`config.mk`:
```
export PLATFORM = sky130hd
export DESIGN_NAME = timer8
export DESIGN_NICKNAME = d
export VERILOG_FILES = /design/src/include/timer_pkg.sv /design/src/core/timer8.sv
export SDC_FILE = /design/constraint.sdc
export NUM_CORES = 1
export LEC_CHECK = 0
export BUFFER_PORTS_ARGS = -buffer_cell sky130_fd_sc_hd__clkbuf_2
export CORE_AREA = 2 2 91 93
export CTS_CLUSTER_SIZE = 12
export DETAILED_ROUTE_END_ITERATION = 16
export DIE_AREA = 0 0 93 95
export GPL_TIMING_DRIVEN = 0
export MAX_ROUTING_LAYER = met4
export PLACE_DENSITY = 0.75
export SETUP_SLACK_MARGIN = 0.3
export SYNTH_ARGS = -nofsm -noshare
export SYNTH_HDL_FRONTEND = slang
export SYNTH_SLANG_ARGS = --single-unit
export TNS_END_PERCENT = 30
```
`constraint.sdc`:
```
create_clock -name pclk -period 2.29 [get_ports pclk]
set_input_delay 0.1145 -clock pclk [delete_from_list [all_inputs] [get_ports pclk]]
set_output_delay 0.1145 -clock pclk [all_outputs]
set_load 0.02 [all_outputs]
```
`src/include/timer_pkg.sv`:
```
package timer_pkg;
    // Register byte offsets on the APB port.
    localparam logic [7:0] OFS_CONTROL = 8'h00;
    localparam logic [7:0] OFS_COUNT = 8'h04;
    localparam logic [7:0] OFS_COMPARE = 8'h08;
    localparam logic [7:0] OFS_MASK = 8'h0C;
    localparam logic [7:0] OFS_FLAGS = 8'h10;
    // Control register field positions.
    localparam int FORCE_BIT = 7;
    localparam int WAVE_HI_BIT = 6;
    localparam int WAVE_LO_BIT = 3;
    localparam int OUT_MODE_HI = 5;
    localparam int OUT_MODE_LO = 4;
    localparam int CLK_SEL_HI = 2;
    // Mask and flag bit positions.
    localparam int CMP_BIT = 1;
    localparam int OVF_BIT = 0;
    // Reset value and counter end points.
    localparam logic [7:0] RESET_BYTE = 8'h00;
    localparam logic [7:0] COUNT_MAX = 8'hFF;
    localparam logic [7:0] COUNT_BOTTOM = 8'h00;
    // Prescaler divide ratios; DIV_1024 holds the last prescaler count, 1023.
    localparam logic [9:0] DIV_8 = 10'h008;
    localparam logic [9:0] DIV_64 = 10'h040;
    localparam logic [9:0] DIV_256 = 10'h100;
    localparam logic [9:0] DIV_1024 = 10'h3FF;
    // Waveform modes.
    typedef enum logic [1:0] {
        MODE_NORMAL = 2'b00,
        MODE_PHASE_PWM = 2'b01,
        MODE_CLEAR_MATCH = 2'b10,
        MODE_FAST_PWM = 2'b11
    } wave_mode_e;
    // Clock sources.
    typedef enum logic [2:0] {
        CLK_STOP = 3'b000,
        CLK_DIV1 = 3'b001,
        CLK_DIV8 = 3'b010,
        CLK_DIV64 = 3'b011,
        CLK_DIV256 = 3'b100,
        CLK_DIV1024 = 3'b101,
        CLK_EXT_FALL = 3'b110,
        CLK_EXT_RISE = 3'b111
    } clk_source_e;
endpackage

```
`src/core/timer8.sv`:
```
`timescale 1ns/1ps
// Contract
// [RULE_01] Force bit applies match in non-PWM modes
// [RULE_02] Force sets no flag, never clears counter
// [RULE_03] Force bit always reads zero
// [RULE_04] Software writes force zero in PWM
// [RULE_05] Mode field selects four modes, top
// [RULE_06] Compare buffering and overflow point per mode
// [RULE_07] Output overrides port when mode nonzero
// [RULE_08] Non-PWM output: off, toggle, clear, set
// [RULE_09] Fast PWM: clear/set on match, reverse at top
// [RULE_10] Phase PWM: up and down match actions
// [RULE_11] PWM compare at top: act at top
// [RULE_12] Clock select: stop, prescales, external edges
// [RULE_13] External pin counts even as output
// [RULE_14] Counter write blocks next compare match
// [RULE_15] Compare each cycle feeds flag and output
// [RULE_16] Compare interrupt needs enable, global, flag
// [RULE_17] Overflow interrupt needs enable, global, flag
// [RULE_18] Compare flag: vector or write-one clears
// [RULE_19] Overflow flag: vector or write-one clears
// [RULE_20] Phase PWM overflow at bottom turn
// [RULE_21] Upper mask bits left reserved
// [RULE_22] Fast PWM wraps MAX to zero
// [RULE_23] Phase PWM holds MAX once, counts down
// [RULE_24] All logic advances on timer clock enable; prescaler, synchroniser, bus writes, force and flag clears act every pclk
module timer8
    import timer_pkg::*;
(
    input wire logic pclk,
    input wire logic presetn,
    input wire logic psel,
    input wire logic penable,
    input wire logic pwrite,
    input wire logic [7:0] paddr,
    input wire logic [31:0] pwdata,
    output logic [31:0] prdata,
    output logic pready,
    output logic pslverr,
    input wire logic ext_count_pin,
    input wire logic global_irq_en,
    input wire logic cmp_vector_ack,
    input wire logic ovf_vector_ack,
    output logic cmp_irq_req,
    output logic ovf_irq_req,
    output logic compare_out_pin,
    output logic compare_out_override
);
    // Tick from the free prescaler when its low bits wrap.
    function automatic logic div_tick(input logic [9:0] cnt, input logic [9:0] div);
        div_tick = ((cnt & (div - 10'h001)) == (div - 10'h001));
    endfunction

    // Non-PWM output action for one compare event; shared by match and force.
    function automatic logic match_action(input logic [1:0] om, input logic cur);
        case (om)
            2'b01: match_action = !cur;
            2'b10: match_action = 1'b0;
            2'b11: match_action = 1'b1;
            default: match_action = cur;
        endcase
    endfunction

    logic [7:0] control_q;
    logic [7:0] count_q;
    logic [7:0] count_d;
    logic [7:0] compare_buf_q;
    logic [7:0] compare_act_q;
    logic [1:0] mask_q;
    logic cmp_flag_q;
    logic ovf_flag_q;
    logic down_q;
    logic block_q;
    logic out_q;
    logic out_d;
    logic [9:0] presc_q;
    logic [2:0] ext_sync_q;
    logic [31:0] prdata_q;

    // Bus decode; the slave never waits, so pready is constant high.
    wire setup_ph = psel && !penable;
    wire wr_acc = psel && penable && pwrite;
    wire hit_ctl = (paddr == OFS_CONTROL);
    wire hit_cnt = (paddr == OFS_COUNT);
    wire hit_cmp = (paddr == OFS_COMPARE);
    wire hit_msk = (paddr == OFS_MASK);
    wire hit_flg = (paddr == OFS_FLAGS);
    wire mapped = hit_ctl || hit_cnt || hit_cmp || hit_msk || hit_flg;
    wire ctl_wr = wr_acc && hit_ctl;
    wire cnt_wr = wr_acc && hit_cnt;
    wire cmp_wr = wr_acc && hit_cmp;
    wire msk_wr = wr_acc && hit_msk;
    wire flg_wr = wr_acc && hit_flg;

    // Mode fields.
    wave_mode_e mode;
    clk_source_e clk_sel;
    // [RULE_05] mode field split
    assign mode = wave_mode_e'({control_q[WAVE_HI_BIT], control_q[WAVE_LO_BIT]});
    assign clk_sel = clk_source_e'(control_q[CLK_SEL_HI:0]);
    wire [1:0] out_mode = control_q[OUT_MODE_HI:OUT_MODE_LO];
    wire pwm = (mode == MODE_PHASE_PWM) || (mode == MODE_FAST_PWM);
    wire [7:0] top = (mode == MODE_CLEAR_MATCH) ? compare_act_q : COUNT_MAX;

    // External edges are seen on the synchronised copy, the pin drive ignored.
    wire ext_rise = ext_sync_q[1] && !ext_sync_q[2];
    wire ext_fall = !ext_sync_q[1] && ext_sync_q[2];

    // Timer clock enable selection.
    logic tick;
    // [RULE_12] clock select decode
    always_comb
    begin
        case (clk_sel)
            CLK_STOP: tick = 1'b0;
            CLK_DIV1: tick = 1'b1;
            CLK_DIV8: tick = div_tick(presc_q, DIV_8);
            CLK_DIV64: tick = div_tick(presc_q, DIV_64);
            CLK_DIV256: tick = div_tick(presc_q, DIV_256);
            CLK_DIV1024: tick = (presc_q == DIV_1024);
            // [RULE_13] pin edges count
            CLK_EXT_FALL: tick = ext_fall;
            CLK_EXT_RISE: tick = ext_rise;
            default: tick = 1'b0;
        endcase
    end

    // Compare is checked every cycle; a counter write hides one tick.
    // [RULE_15] continuous compare
    wire equal = (count_q == compare_act_q);
    // [RULE_14] write blocks match
    wire match = tick && equal && !block_q;
    wire at_max = (count_q == COUNT_MAX);
    wire at_top = tick && (count_q == top);
    // [RULE_06] overflow point per mode
    // [RULE_20] bottom turn overflow
    wire ovf_evt = tick && ((mode == MODE_PHASE_PWM) ?
        (down_q && count_q == COUNT_BOTTOM) : at_max);
    // [RULE_02] force only reaches the output
    wire force_evt = ctl_wr && pwdata[FORCE_BIT] && !pwdata[WAVE_LO_BIT];
    wire [1:0] force_mode = pwdata[OUT_MODE_HI:OUT_MODE_LO];
    wire cmp_is_top = (compare_act_q == COUNT_MAX) && out_mode[1];

    // Counter next value per mode.
    always_comb
    begin
        count_d = count_q;
        if (tick)
        begin
            case (mode)
                MODE_CLEAR_MATCH: count_d = (count_q == top) ? COUNT_BOTTOM : count_q + 8'h01;
                // [RULE_23] hold MAX then descend
                MODE_PHASE_PWM:
                begin
                    if (!down_q)
                        count_d = at_max ? count_q - 8'h01 : count_q + 8'h01;
                    else
                        count_d = (count_q == COUNT_BOTTOM) ? 8'h01 : count_q - 8'h01;
                end
                // [RULE_22] wrap at MAX
                default: count_d = count_q + 8'h01;
            endcase
        end
        if (cnt_wr)
            count_d = pwdata[7:0];
    end

    // Output waveform next value.
    always_comb
    begin
        out_d = out_q;
        case (mode)
            MODE_FAST_PWM:
            begin
                // [RULE_09] fast PWM actions
                if (out_mode[1] && match && !cmp_is_top)
                    out_d = out_mode[0];
                // [RULE_11] action at top
                if (out_mode[1] && tick && at_max)
                    out_d = !out_mode[0];
            end
            MODE_PHASE_PWM:
            begin
                // [RULE_10] up and down actions
                if (out_mode[1] && match && !cmp_is_top)
                    out_d = down_q ? !out_mode[0] : out_mode[0];
                // [RULE_11] action at top
                if (out_mode[1] && cmp_is_top && tick && at_max && !down_q)
                    out_d = !out_mode[0];
            end
            default:
            begin
                // [RULE_08] non-PWM actions
                if (match)
                    out_d = match_action(out_mode, out_q);
            end
        endcase
        // [RULE_01] forced match
        // The strobe acts with the output mode written alongside it, and it
        // overrides a real match in the same cycle so the action happens once.
        if (force_evt)
            out_d = match_action(force_mode, out_q);
    end

    // Read mux; the force bit is masked off.
    logic [7:0] rd_byte;
    always_comb
    begin
        rd_byte = RESET_BYTE;
        // [RULE_03] force reads zero
        if (hit_ctl)
            rd_byte = {1'b0, control_q[6:0]};
        if (hit_cnt)
            rd_byte = count_q;
        if (hit_cmp)
            rd_byte = compare_buf_q;
        // [RULE_21] upper mask bits zero
        if (hit_msk)
            rd_byte = {6'h00, mask_q};
        if (hit_flg)
            rd_byte = {6'h00, cmp_flag_q, ovf_flag_q};
    end

    // Prescaler and pin synchroniser run always.
    always_ff @(posedge pclk or negedge presetn)
    begin
        if (!presetn)
        begin
            presc_q <= 10'h000;
            ext_sync_q <= 3'h0;
        end
        else
        begin
            presc_q <= (presc_q == DIV_1024) ? 10'h000 : presc_q + 10'h001;
            ext_sync_q <= {ext_sync_q[1:0], ext_count_pin};
        end
    end

    // Software registers.
    always_ff @(posedge pclk or negedge presetn)
    begin
        if (!presetn)
        begin
            control_q <= RESET_BYTE;
            compare_buf_q <= RESET_BYTE;
            mask_q <= 2'h0;
        end
        else
        begin
            if (ctl_wr)
                control_q <= {1'b0, pwdata[6:0]};
            if (cmp_wr)
                compare_buf_q <= pwdata[7:0];
            if (msk_wr)
                mask_q <= pwdata[1:0];
        end
    end

    // [RULE_24] counter on timer tick
    always_ff @(posedge pclk or negedge presetn)
    begin
        if (!presetn)
        begin
            count_q <= RESET_BYTE;
            down_q <= 1'b0;
            block_q <= 1'b0;
        end
        else
        begin
            count_q <= count_d;
            if (mode != MODE_PHASE_PWM || cnt_wr)
                down_q <= 1'b0;
            else if (tick)
                down_q <= down_q ? (count_q != COUNT_BOTTOM) : at_max;
            block_q <= cnt_wr || (block_q && !tick);
        end
    end

    // [RULE_06] compare buffer load point
    always_ff @(posedge pclk or negedge presetn)
    begin
        if (!presetn)
            compare_act_q <= RESET_BYTE;
        else if (!pwm || at_top)
            compare_act_q <= cmp_wr ? pwdata[7:0] : compare_buf_q;
    end

    // Flags: a set in the same cycle as a clear wins.
    // [RULE_18] compare flag
    // [RULE_19] overflow flag
    always_ff @(posedge pclk or negedge presetn)
    begin
        if (!presetn)
        begin
            cmp_flag_q <= 1'b0;
            ovf_flag_q <= 1'b0;
            out_q <= 1'b0;
        end
        else
        begin
            cmp_flag_q <= match || (cmp_flag_q && !cmp_vector_ack
                && !(flg_wr && pwdata[CMP_BIT]));
            ovf_flag_q <= ovf_evt || (ovf_flag_q && !ovf_vector_ack
                && !(flg_wr && pwdata[OVF_BIT]));
            out_q <= out_d;
        end
    end

    // Read data is captured in the setup phase for a zero-wait access.
    always_ff @(posedge pclk or negedge presetn)
    begin
        if (!presetn)
            prdata_q <= 32'h0000_0000;
        else if (setup_ph)
            prdata_q <= {24'h000000, rd_byte};
    end

    assign prdata = prdata_q;
    assign pready = 1'b1;
    assign pslverr = psel && penable && !mapped;
    // [RULE_16] compare request
    assign cmp_irq_req = mask_q[CMP_BIT] && global_irq_en && cmp_flag_q;
    // [RULE_17] overflow request
    assign ovf_irq_req = mask_q[OVF_BIT] && global_irq_en && ovf_flag_q;
    // [RULE_07] port override
    assign compare_out_override = (out_mode != 2'b00);
    assign compare_out_pin = out_q;
endmodule

```
After elaboration in Yosys (flattened, before gate mapping):

Cells that the tools add are included.

* flip-flop bits (word level): 59
* logic and storage cells: 152

* add/sub/neg operators: 3
* eq/ne operators: 32
* multiplexer cells: 30
* reductions and logical operators: 74

Operators by type and width (number)
* two-way mux 8 bit: 12
* logical AND 1 bit: 38
* == test 8 bit, second input constant: 3
* == test 8 x 4 -> 1 bit, second input constant: 2
* == test 8 bit: 2
* zero test 1 bit: 16
* zero test 8 bit: 2
* case mux 8 bit (2 select lines): 1
* == test 3 bit, second input constant: 5
* == test 2 bit, second input constant: 6
* two-way mux 1 bit: 11
* adder 10 x 1 -> 10 bit, second input constant: 1
* == test 10 bit, second input constant: 1
* logical OR 1 bit: 10
* two-way mux 10 bit: 1
* adder 8 x 1 -> 8 bit, second input constant: 1
* == test 8 x 3 -> 1 bit, second input constant: 1
* == test 8 x 5 -> 1 bit, second input constant: 1
* inequality test 4 x 2 -> 1 bit, second input constant: 2
* case mux 1 bit (8 select lines): 1
* nonzero test 8 bit: 1
* subtractor 8 x 1 -> 8 bit, second input constant: 1
* two-way mux 7 bit: 1
* == test 2 x 1 -> 1 bit, second input constant: 3
* other kinds (12): 16

Longest topological paths before layout:

* depth after elaboration: 11
* gate-level depth with buffers: 9
* gate-level depth less buffers: 8

Least setup slack after synthesis:

OpenSTA, ideal clock, no wires.

* path type: reg2reg
* start: register presc_q[0]
* end: register out_q, in the netlist compare_out_pin
* setup time: 125 ps
* arrival: 2405 ps
* data required time: 2165 ps
* setup slack: -239 ps
* cell stages (with the launch flop): 9
* clock period less this slack: 2529 ps
* path through: dfrtp_1 -> ha_1 -> and4_4 -> or4b_1 -> a32o_2 -> a211oi_2 -> a31oi_1 -> a211oi_2 -> mux2_2

* longest elaborated chain between the ends: 8

RTL lines
* start: declaration: RTL line timer8.sv:76 `logic [9:0] presc_q;`
* start signal: assignment: RTL line timer8.sv:234 `presc_q <= (presc_q == DIV_1024) ? 10'h000 : presc_q + 10'h001;`
* == test 10 bit, or another cell as far along: RTL line timer8.sv:120 `CLK_DIV1024: tick = (presc_q == DIV_1024);`
* case mux 1 bit (8 select lines) (*): RTL line timer8.sv:114 `case (clk_sel)`
* logical AND 1 bit (on tied branches) (2 in a row): RTL line timer8.sv:132, timer8.sv:188
* logical AND 1 bit (on tied branches): RTL line timer8.sv:176, timer8.sv:185, timer8.sv:188
* logical AND 1 bit / two-way mux 1 bit (equally long branches): RTL line timer8.sv:176, timer8.sv:185, timer8.sv:188
* inequality test 4 x 2 -> 1 bit (no source line) / case mux 1 bit (2 select lines) (equally long branches)
* AND reduction 5 bit (no source line) / two-way mux 1 bit (equally long branches)
* end signal: assignment: RTL line timer8.sv:305 `out_q <= out_d;`
* end: declaration: RTL line timer8.sv:74 `logic out_q;`

Every way passes the cells marked *; elsewhere a longest branch is shown, timed or not.
A chain may end at the register's enable or synchronous reset.

Worst setup path after layout:

Ends and elaborated chain as after synthesis.

==> implementation parameters <==
Parameter                              Value

Routing
  Post-DRT Antenna Nets ... 0
  Via count normalized by instance count ... 5.72
  Average wire length per cell after detail routing ... 17.2 µm
  DRC violations left ... 0
  Routed vias ... 3378
  Wire length after detailed routing ... 10200 µm
  Count of TritonRoute iterations in the first routing pass ... 5
  Initial DRC Count ... 259

Clock network
  Clock Tree Buf Depth ... 2
  Clock tree from TritonCTS ... done
  Number of CTS-inserted buffers ... 9
  H-tree level count ... 3
  Clock latency on the worst-skew pair ... 0.33 ns
  Clock root buffer ... sky130_fd_sc_hd__clkbuf_8
  Clock Sink Count ... 59
  CTS clock-pin slew for the worst setup and hold paths ... 0.07 ns

Place
  Post-place instance area ... 4160 µm²
  # port buffers ... 36
  Placed wire-length estimate ... 7110 µm
  Placer congestion estimate ... 0.939

Power
  Switching share of total power ... 31.1%
  Proportion of power drawn by flip-flops and latches ... 40.7%
  Cell Int Power ... 1960 µW
  Static Leak ... 0.00218 µW
  Power density over the cells ... 615 nW/µm²
  Part of the power in the clock network ... 36.8%
  Relative contribution of combinational cells to total power ... 22.5%
  Max IR drop VDD ... 0.434 mV
  Switching power of the nets ... 889 µW

Synthesis
  Flops & latches, synth ... 59
  Synthesized-area fraction occupied by ao, oa, aoi and oai cells ... 16.9%
  Leading cell types by count after synthesis ... sky130_fd_sc_hd__dfrtp_1 (59), sky130_fd_sc_hd__nand2_1 (33), sky130_fd_sc_hd__nor2_1 (31), sky130_fd_sc_hd__mux2_2 (27), sky130_fd_sc_hd__buf_4 (25)
  Count of different cell masters after synthesis ... 66
  Synthesized-area fraction occupied by adder cells ... 3.34%
  Simple-Gate Fraction of Synth Area ... 19.7%
  Average footprint of a synthesized cell ... 9.33 µm²
  Post-synthesis cell area ... 3750 µm²
  Largest family of logic cells by synthesized area ... simple AND/OR/NAND/NOR gates
  Primary FF master, synth ... sky130_fd_sc_hd__dfrtp_1
  Largest area contributor in the netlist ... sky130_fd_sc_hd__dfrtp_1
  Number of standard cells after synthesis ... 402
  Fraction of post-synthesis cell area in the top cell type by area ... 39.4%
  Number of enable-type register cells in the synthesized netlist ... 0
  Leading cell type by number of instances after synthesis ... sky130_fd_sc_hd__dfrtp_1
  Xor and xnor fraction of the mapped netlist area ... 2.33%
  Synthesis warning total ... 0
  Multiplexer fraction of the synthesized cell area ... 9.17%
  Share of synthesized area occupied by flip-flops and latches ... 39.4%
  Fraction of registers with async set/reset ... 100%
  Synth area leaders ... sky130_fd_sc_hd__dfrtp_1 (39%), sky130_fd_sc_hd__mux2_2 (8.1%), sky130_fd_sc_hd__buf_4 (5.0%)

Final layout
  Area of the multi-input gates ... 2180 µm²
  Final core utilization ... 58.5%
  Post-Layout Inst Area ... 4640 µm²
  P&R area growth vs syn ... 23.7%
  Layout fillers ... 713
  Share of post-route cells with drive strength above 1 ... 30.9%
  Number of nets in the final layout ... 542
  Antenna diode instance count ... 0
  Flip-flop and latch area ... 1480 µm²

STA
  Worst setup slack after layout ... -0.366 ns
  Unrepaired setup endpoints after global routing ... true
  Final hold viol count ... 0
  Final min period ... 2.66 ns
  Part of the cycle the worst path needs ... 116%
  Transition at the pin with the smallest max-transition slack ... 1.02 ns
  Worst Skew ... 0.00840 ns
  Fin. max-slew vios ... 0
  Worst slew margin relative to its limit ... 31.9%
  Final-report setup violation count ... 18
  Worst hold slack after final layout ... 0.0744 ns
  Highest Clock Rate ... 377 MHz

Critical path
  Required arrival time at the worst endpoint ... 2.51 ns
  Arrival time at the worst endpoint ... 2.88 ns
  Worst path bufs/invs ... 0
  Worst setup EP type ... flop
  Crit-path cells ... ha_4 -> and4_4 -> or4b_1 -> a32o_2 -> a211oi_4 -> a31oi_1 -> a211oi_2 -> mux2_4
  Largest fanout of any net on the critical path ... 4
  Worst path top cell family by delay ... compound AO/OA/AOI/OAI gates
  Kind of critical path ... reg2reg
  Setup crit start kind ... flop
  Crit path max-delay cell type ... sky130_fd_sc_hd__or4b_1
  Slowest Stage Delay on Critical Path ... 0.43 ns

Die
  Die outline area ... 8840 µm²
  Overall die width ... 93 µm
  Starting density of the core ... 47.3%
  Cell Rows ... 33
  Area of the core ... 7930 µm²
  I/O pin total ... 87
  Overall die height ... 95 µm

Hold path
  Path category of the worst min-delay check ... in2reg

Outcome
  Violated checks ... setup timing
  Outcome ... finished, violations left

Run
  Max_cap viols ... 0

GRT
  Global-route wire length before repair ... 16200 µm
  Maximum number of pins on one net before global-route repair ... 60
  Antenna violations before repair ... 0
  Number of global-route vias before repair ... 3268
  Global routing usage summed across all routing layers ... 24.5%
  Overflow left after global routing ... 0
## final cells by class
class,instances,share of cell area [%]
Buffer,45,6.50
Clock inverter,4,1.64
Clock buffer,10,2.97
Tap cell,105,2.83
Sequential cell,59,31.8
Inverter,18,1.46
Multi-Input combinational cell,303,47.0
Timing Repair Buffer,47,5.82
## layer usage
| metal | track usage (%) | share of wire (%) | vias to the layer above |
|---|---|---|---|
| met5 | - | 0 | - |
| met2 | 37.0 | 45 | 159 |
| li1 | - | - | 1573 |
| met3 | 5.35 | 7.5 | 30 |
| met1 | 31.7 | 44 | 1616 |
| met4 | 11.3 | 3.3 | 0 |
## state kept, by name, summed over array words and instances, names as in the netlist, 2 cells and up
register / cells
ext_sync_q: 3
presc_q: 10
prdata: 8
mask_q: 2
compare_act_q: 8
compare_buf_q: 8
count_q: 8
control_q: 7
## cell families after synthesis
| logic type | after synthesis |
|---|---|
| multiplexers | 31 |
| buffers and inverters | 63 |
| AND/OR/NAND/NOR | 139 |
| adder cells (fa/ha/maj) | 10 |
| flip-flops | 59 |
| other | 2 |
| AO/OA/AOI/OAI | 88 |
| XOR/XNOR | 10 |
## power groups by stage
stage          logic [µW]  clock network (µW)  registers, µW
6_report              642                1050           1160
5_1_grt               707                1100           1170
4_1_cts               613                1060           1160
3_5_place_dp          584                   0           1170
3_3_place_gp          573                   0           1170
2_1_floorplan         410                   0           1160
## path summary, 6_finish.rpt
check	slack (ns)	cells past startpoint	to	from
worst max register to register	-0.37	8	compare_out_pin	presc_q[0]
worst min-delay path	0.07	2	control_q[6]	pwdata[6]
min in group asynchronous	0.44	2	presc_q[6]	presetn
worst max-delay path	-0.37	8	compare_out_pin	presc_q[0]
worst min register to register	0.35	0	ext_sync_q[1]	ext_sync_q[0]
max in group asynchronous	1.31	2	count_q[7]	presetn
## metrics by stage
stage               total power (µW)  std cells  worst slack [ns]  setup TNS [ns]
finish                          2850        591            -0.366           -3.56
global route                    2980        591            -0.424           -4.76
CTS                             2820        589            -0.333           -3.18
detailed placement              1760        566            -0.570           -5.88
global placement                1740        566            -0.533           -5.43
floorplan                       1570        425            -0.235          -0.842
## layout by cell type, fill, tap and decap left out, drive strengths merged, types with 3 or more instances in the layout
| cell | instances |
|---|---|
| a2111oi | 4 |
| a211oi | 3 |
| a21oi | 14 |
| a222oi | 7 |
| a31o | 3 |
| a31oi | 8 |
| and3 | 7 |
| and4 | 3 |
| buf | 41 |
| clkbuf | 59 |
| conb | 25 |
| dfrtp | 59 |
| ha | 10 |
| inv | 18 |
| mux2 | 27 |
| mux2i | 4 |
| nand2 | 33 |
| nand2b | 6 |
| nand3 | 15 |
| nand4 | 6 |
| nor2 | 31 |
| nor2b | 12 |
| nor3 | 7 |
| nor4 | 5 |
| o21ai | 22 |
| o221ai | 3 |
| or3 | 4 |
| xnor2 | 6 |
| xor2 | 4 |
## what timing repair did
| action | CTS | global route |
|---|---|---|
| pin swaps | 7 | 8 |
| setup buffers | 7 | 2 |
| setup endpoints to repair | 21 | 21 |
| hold buffers | 2 | 0 |
| hold endpoints to repair | 60 | 0 |
| resized for setup | 26 | 14 |
Power figures use the tool's default switching activity.
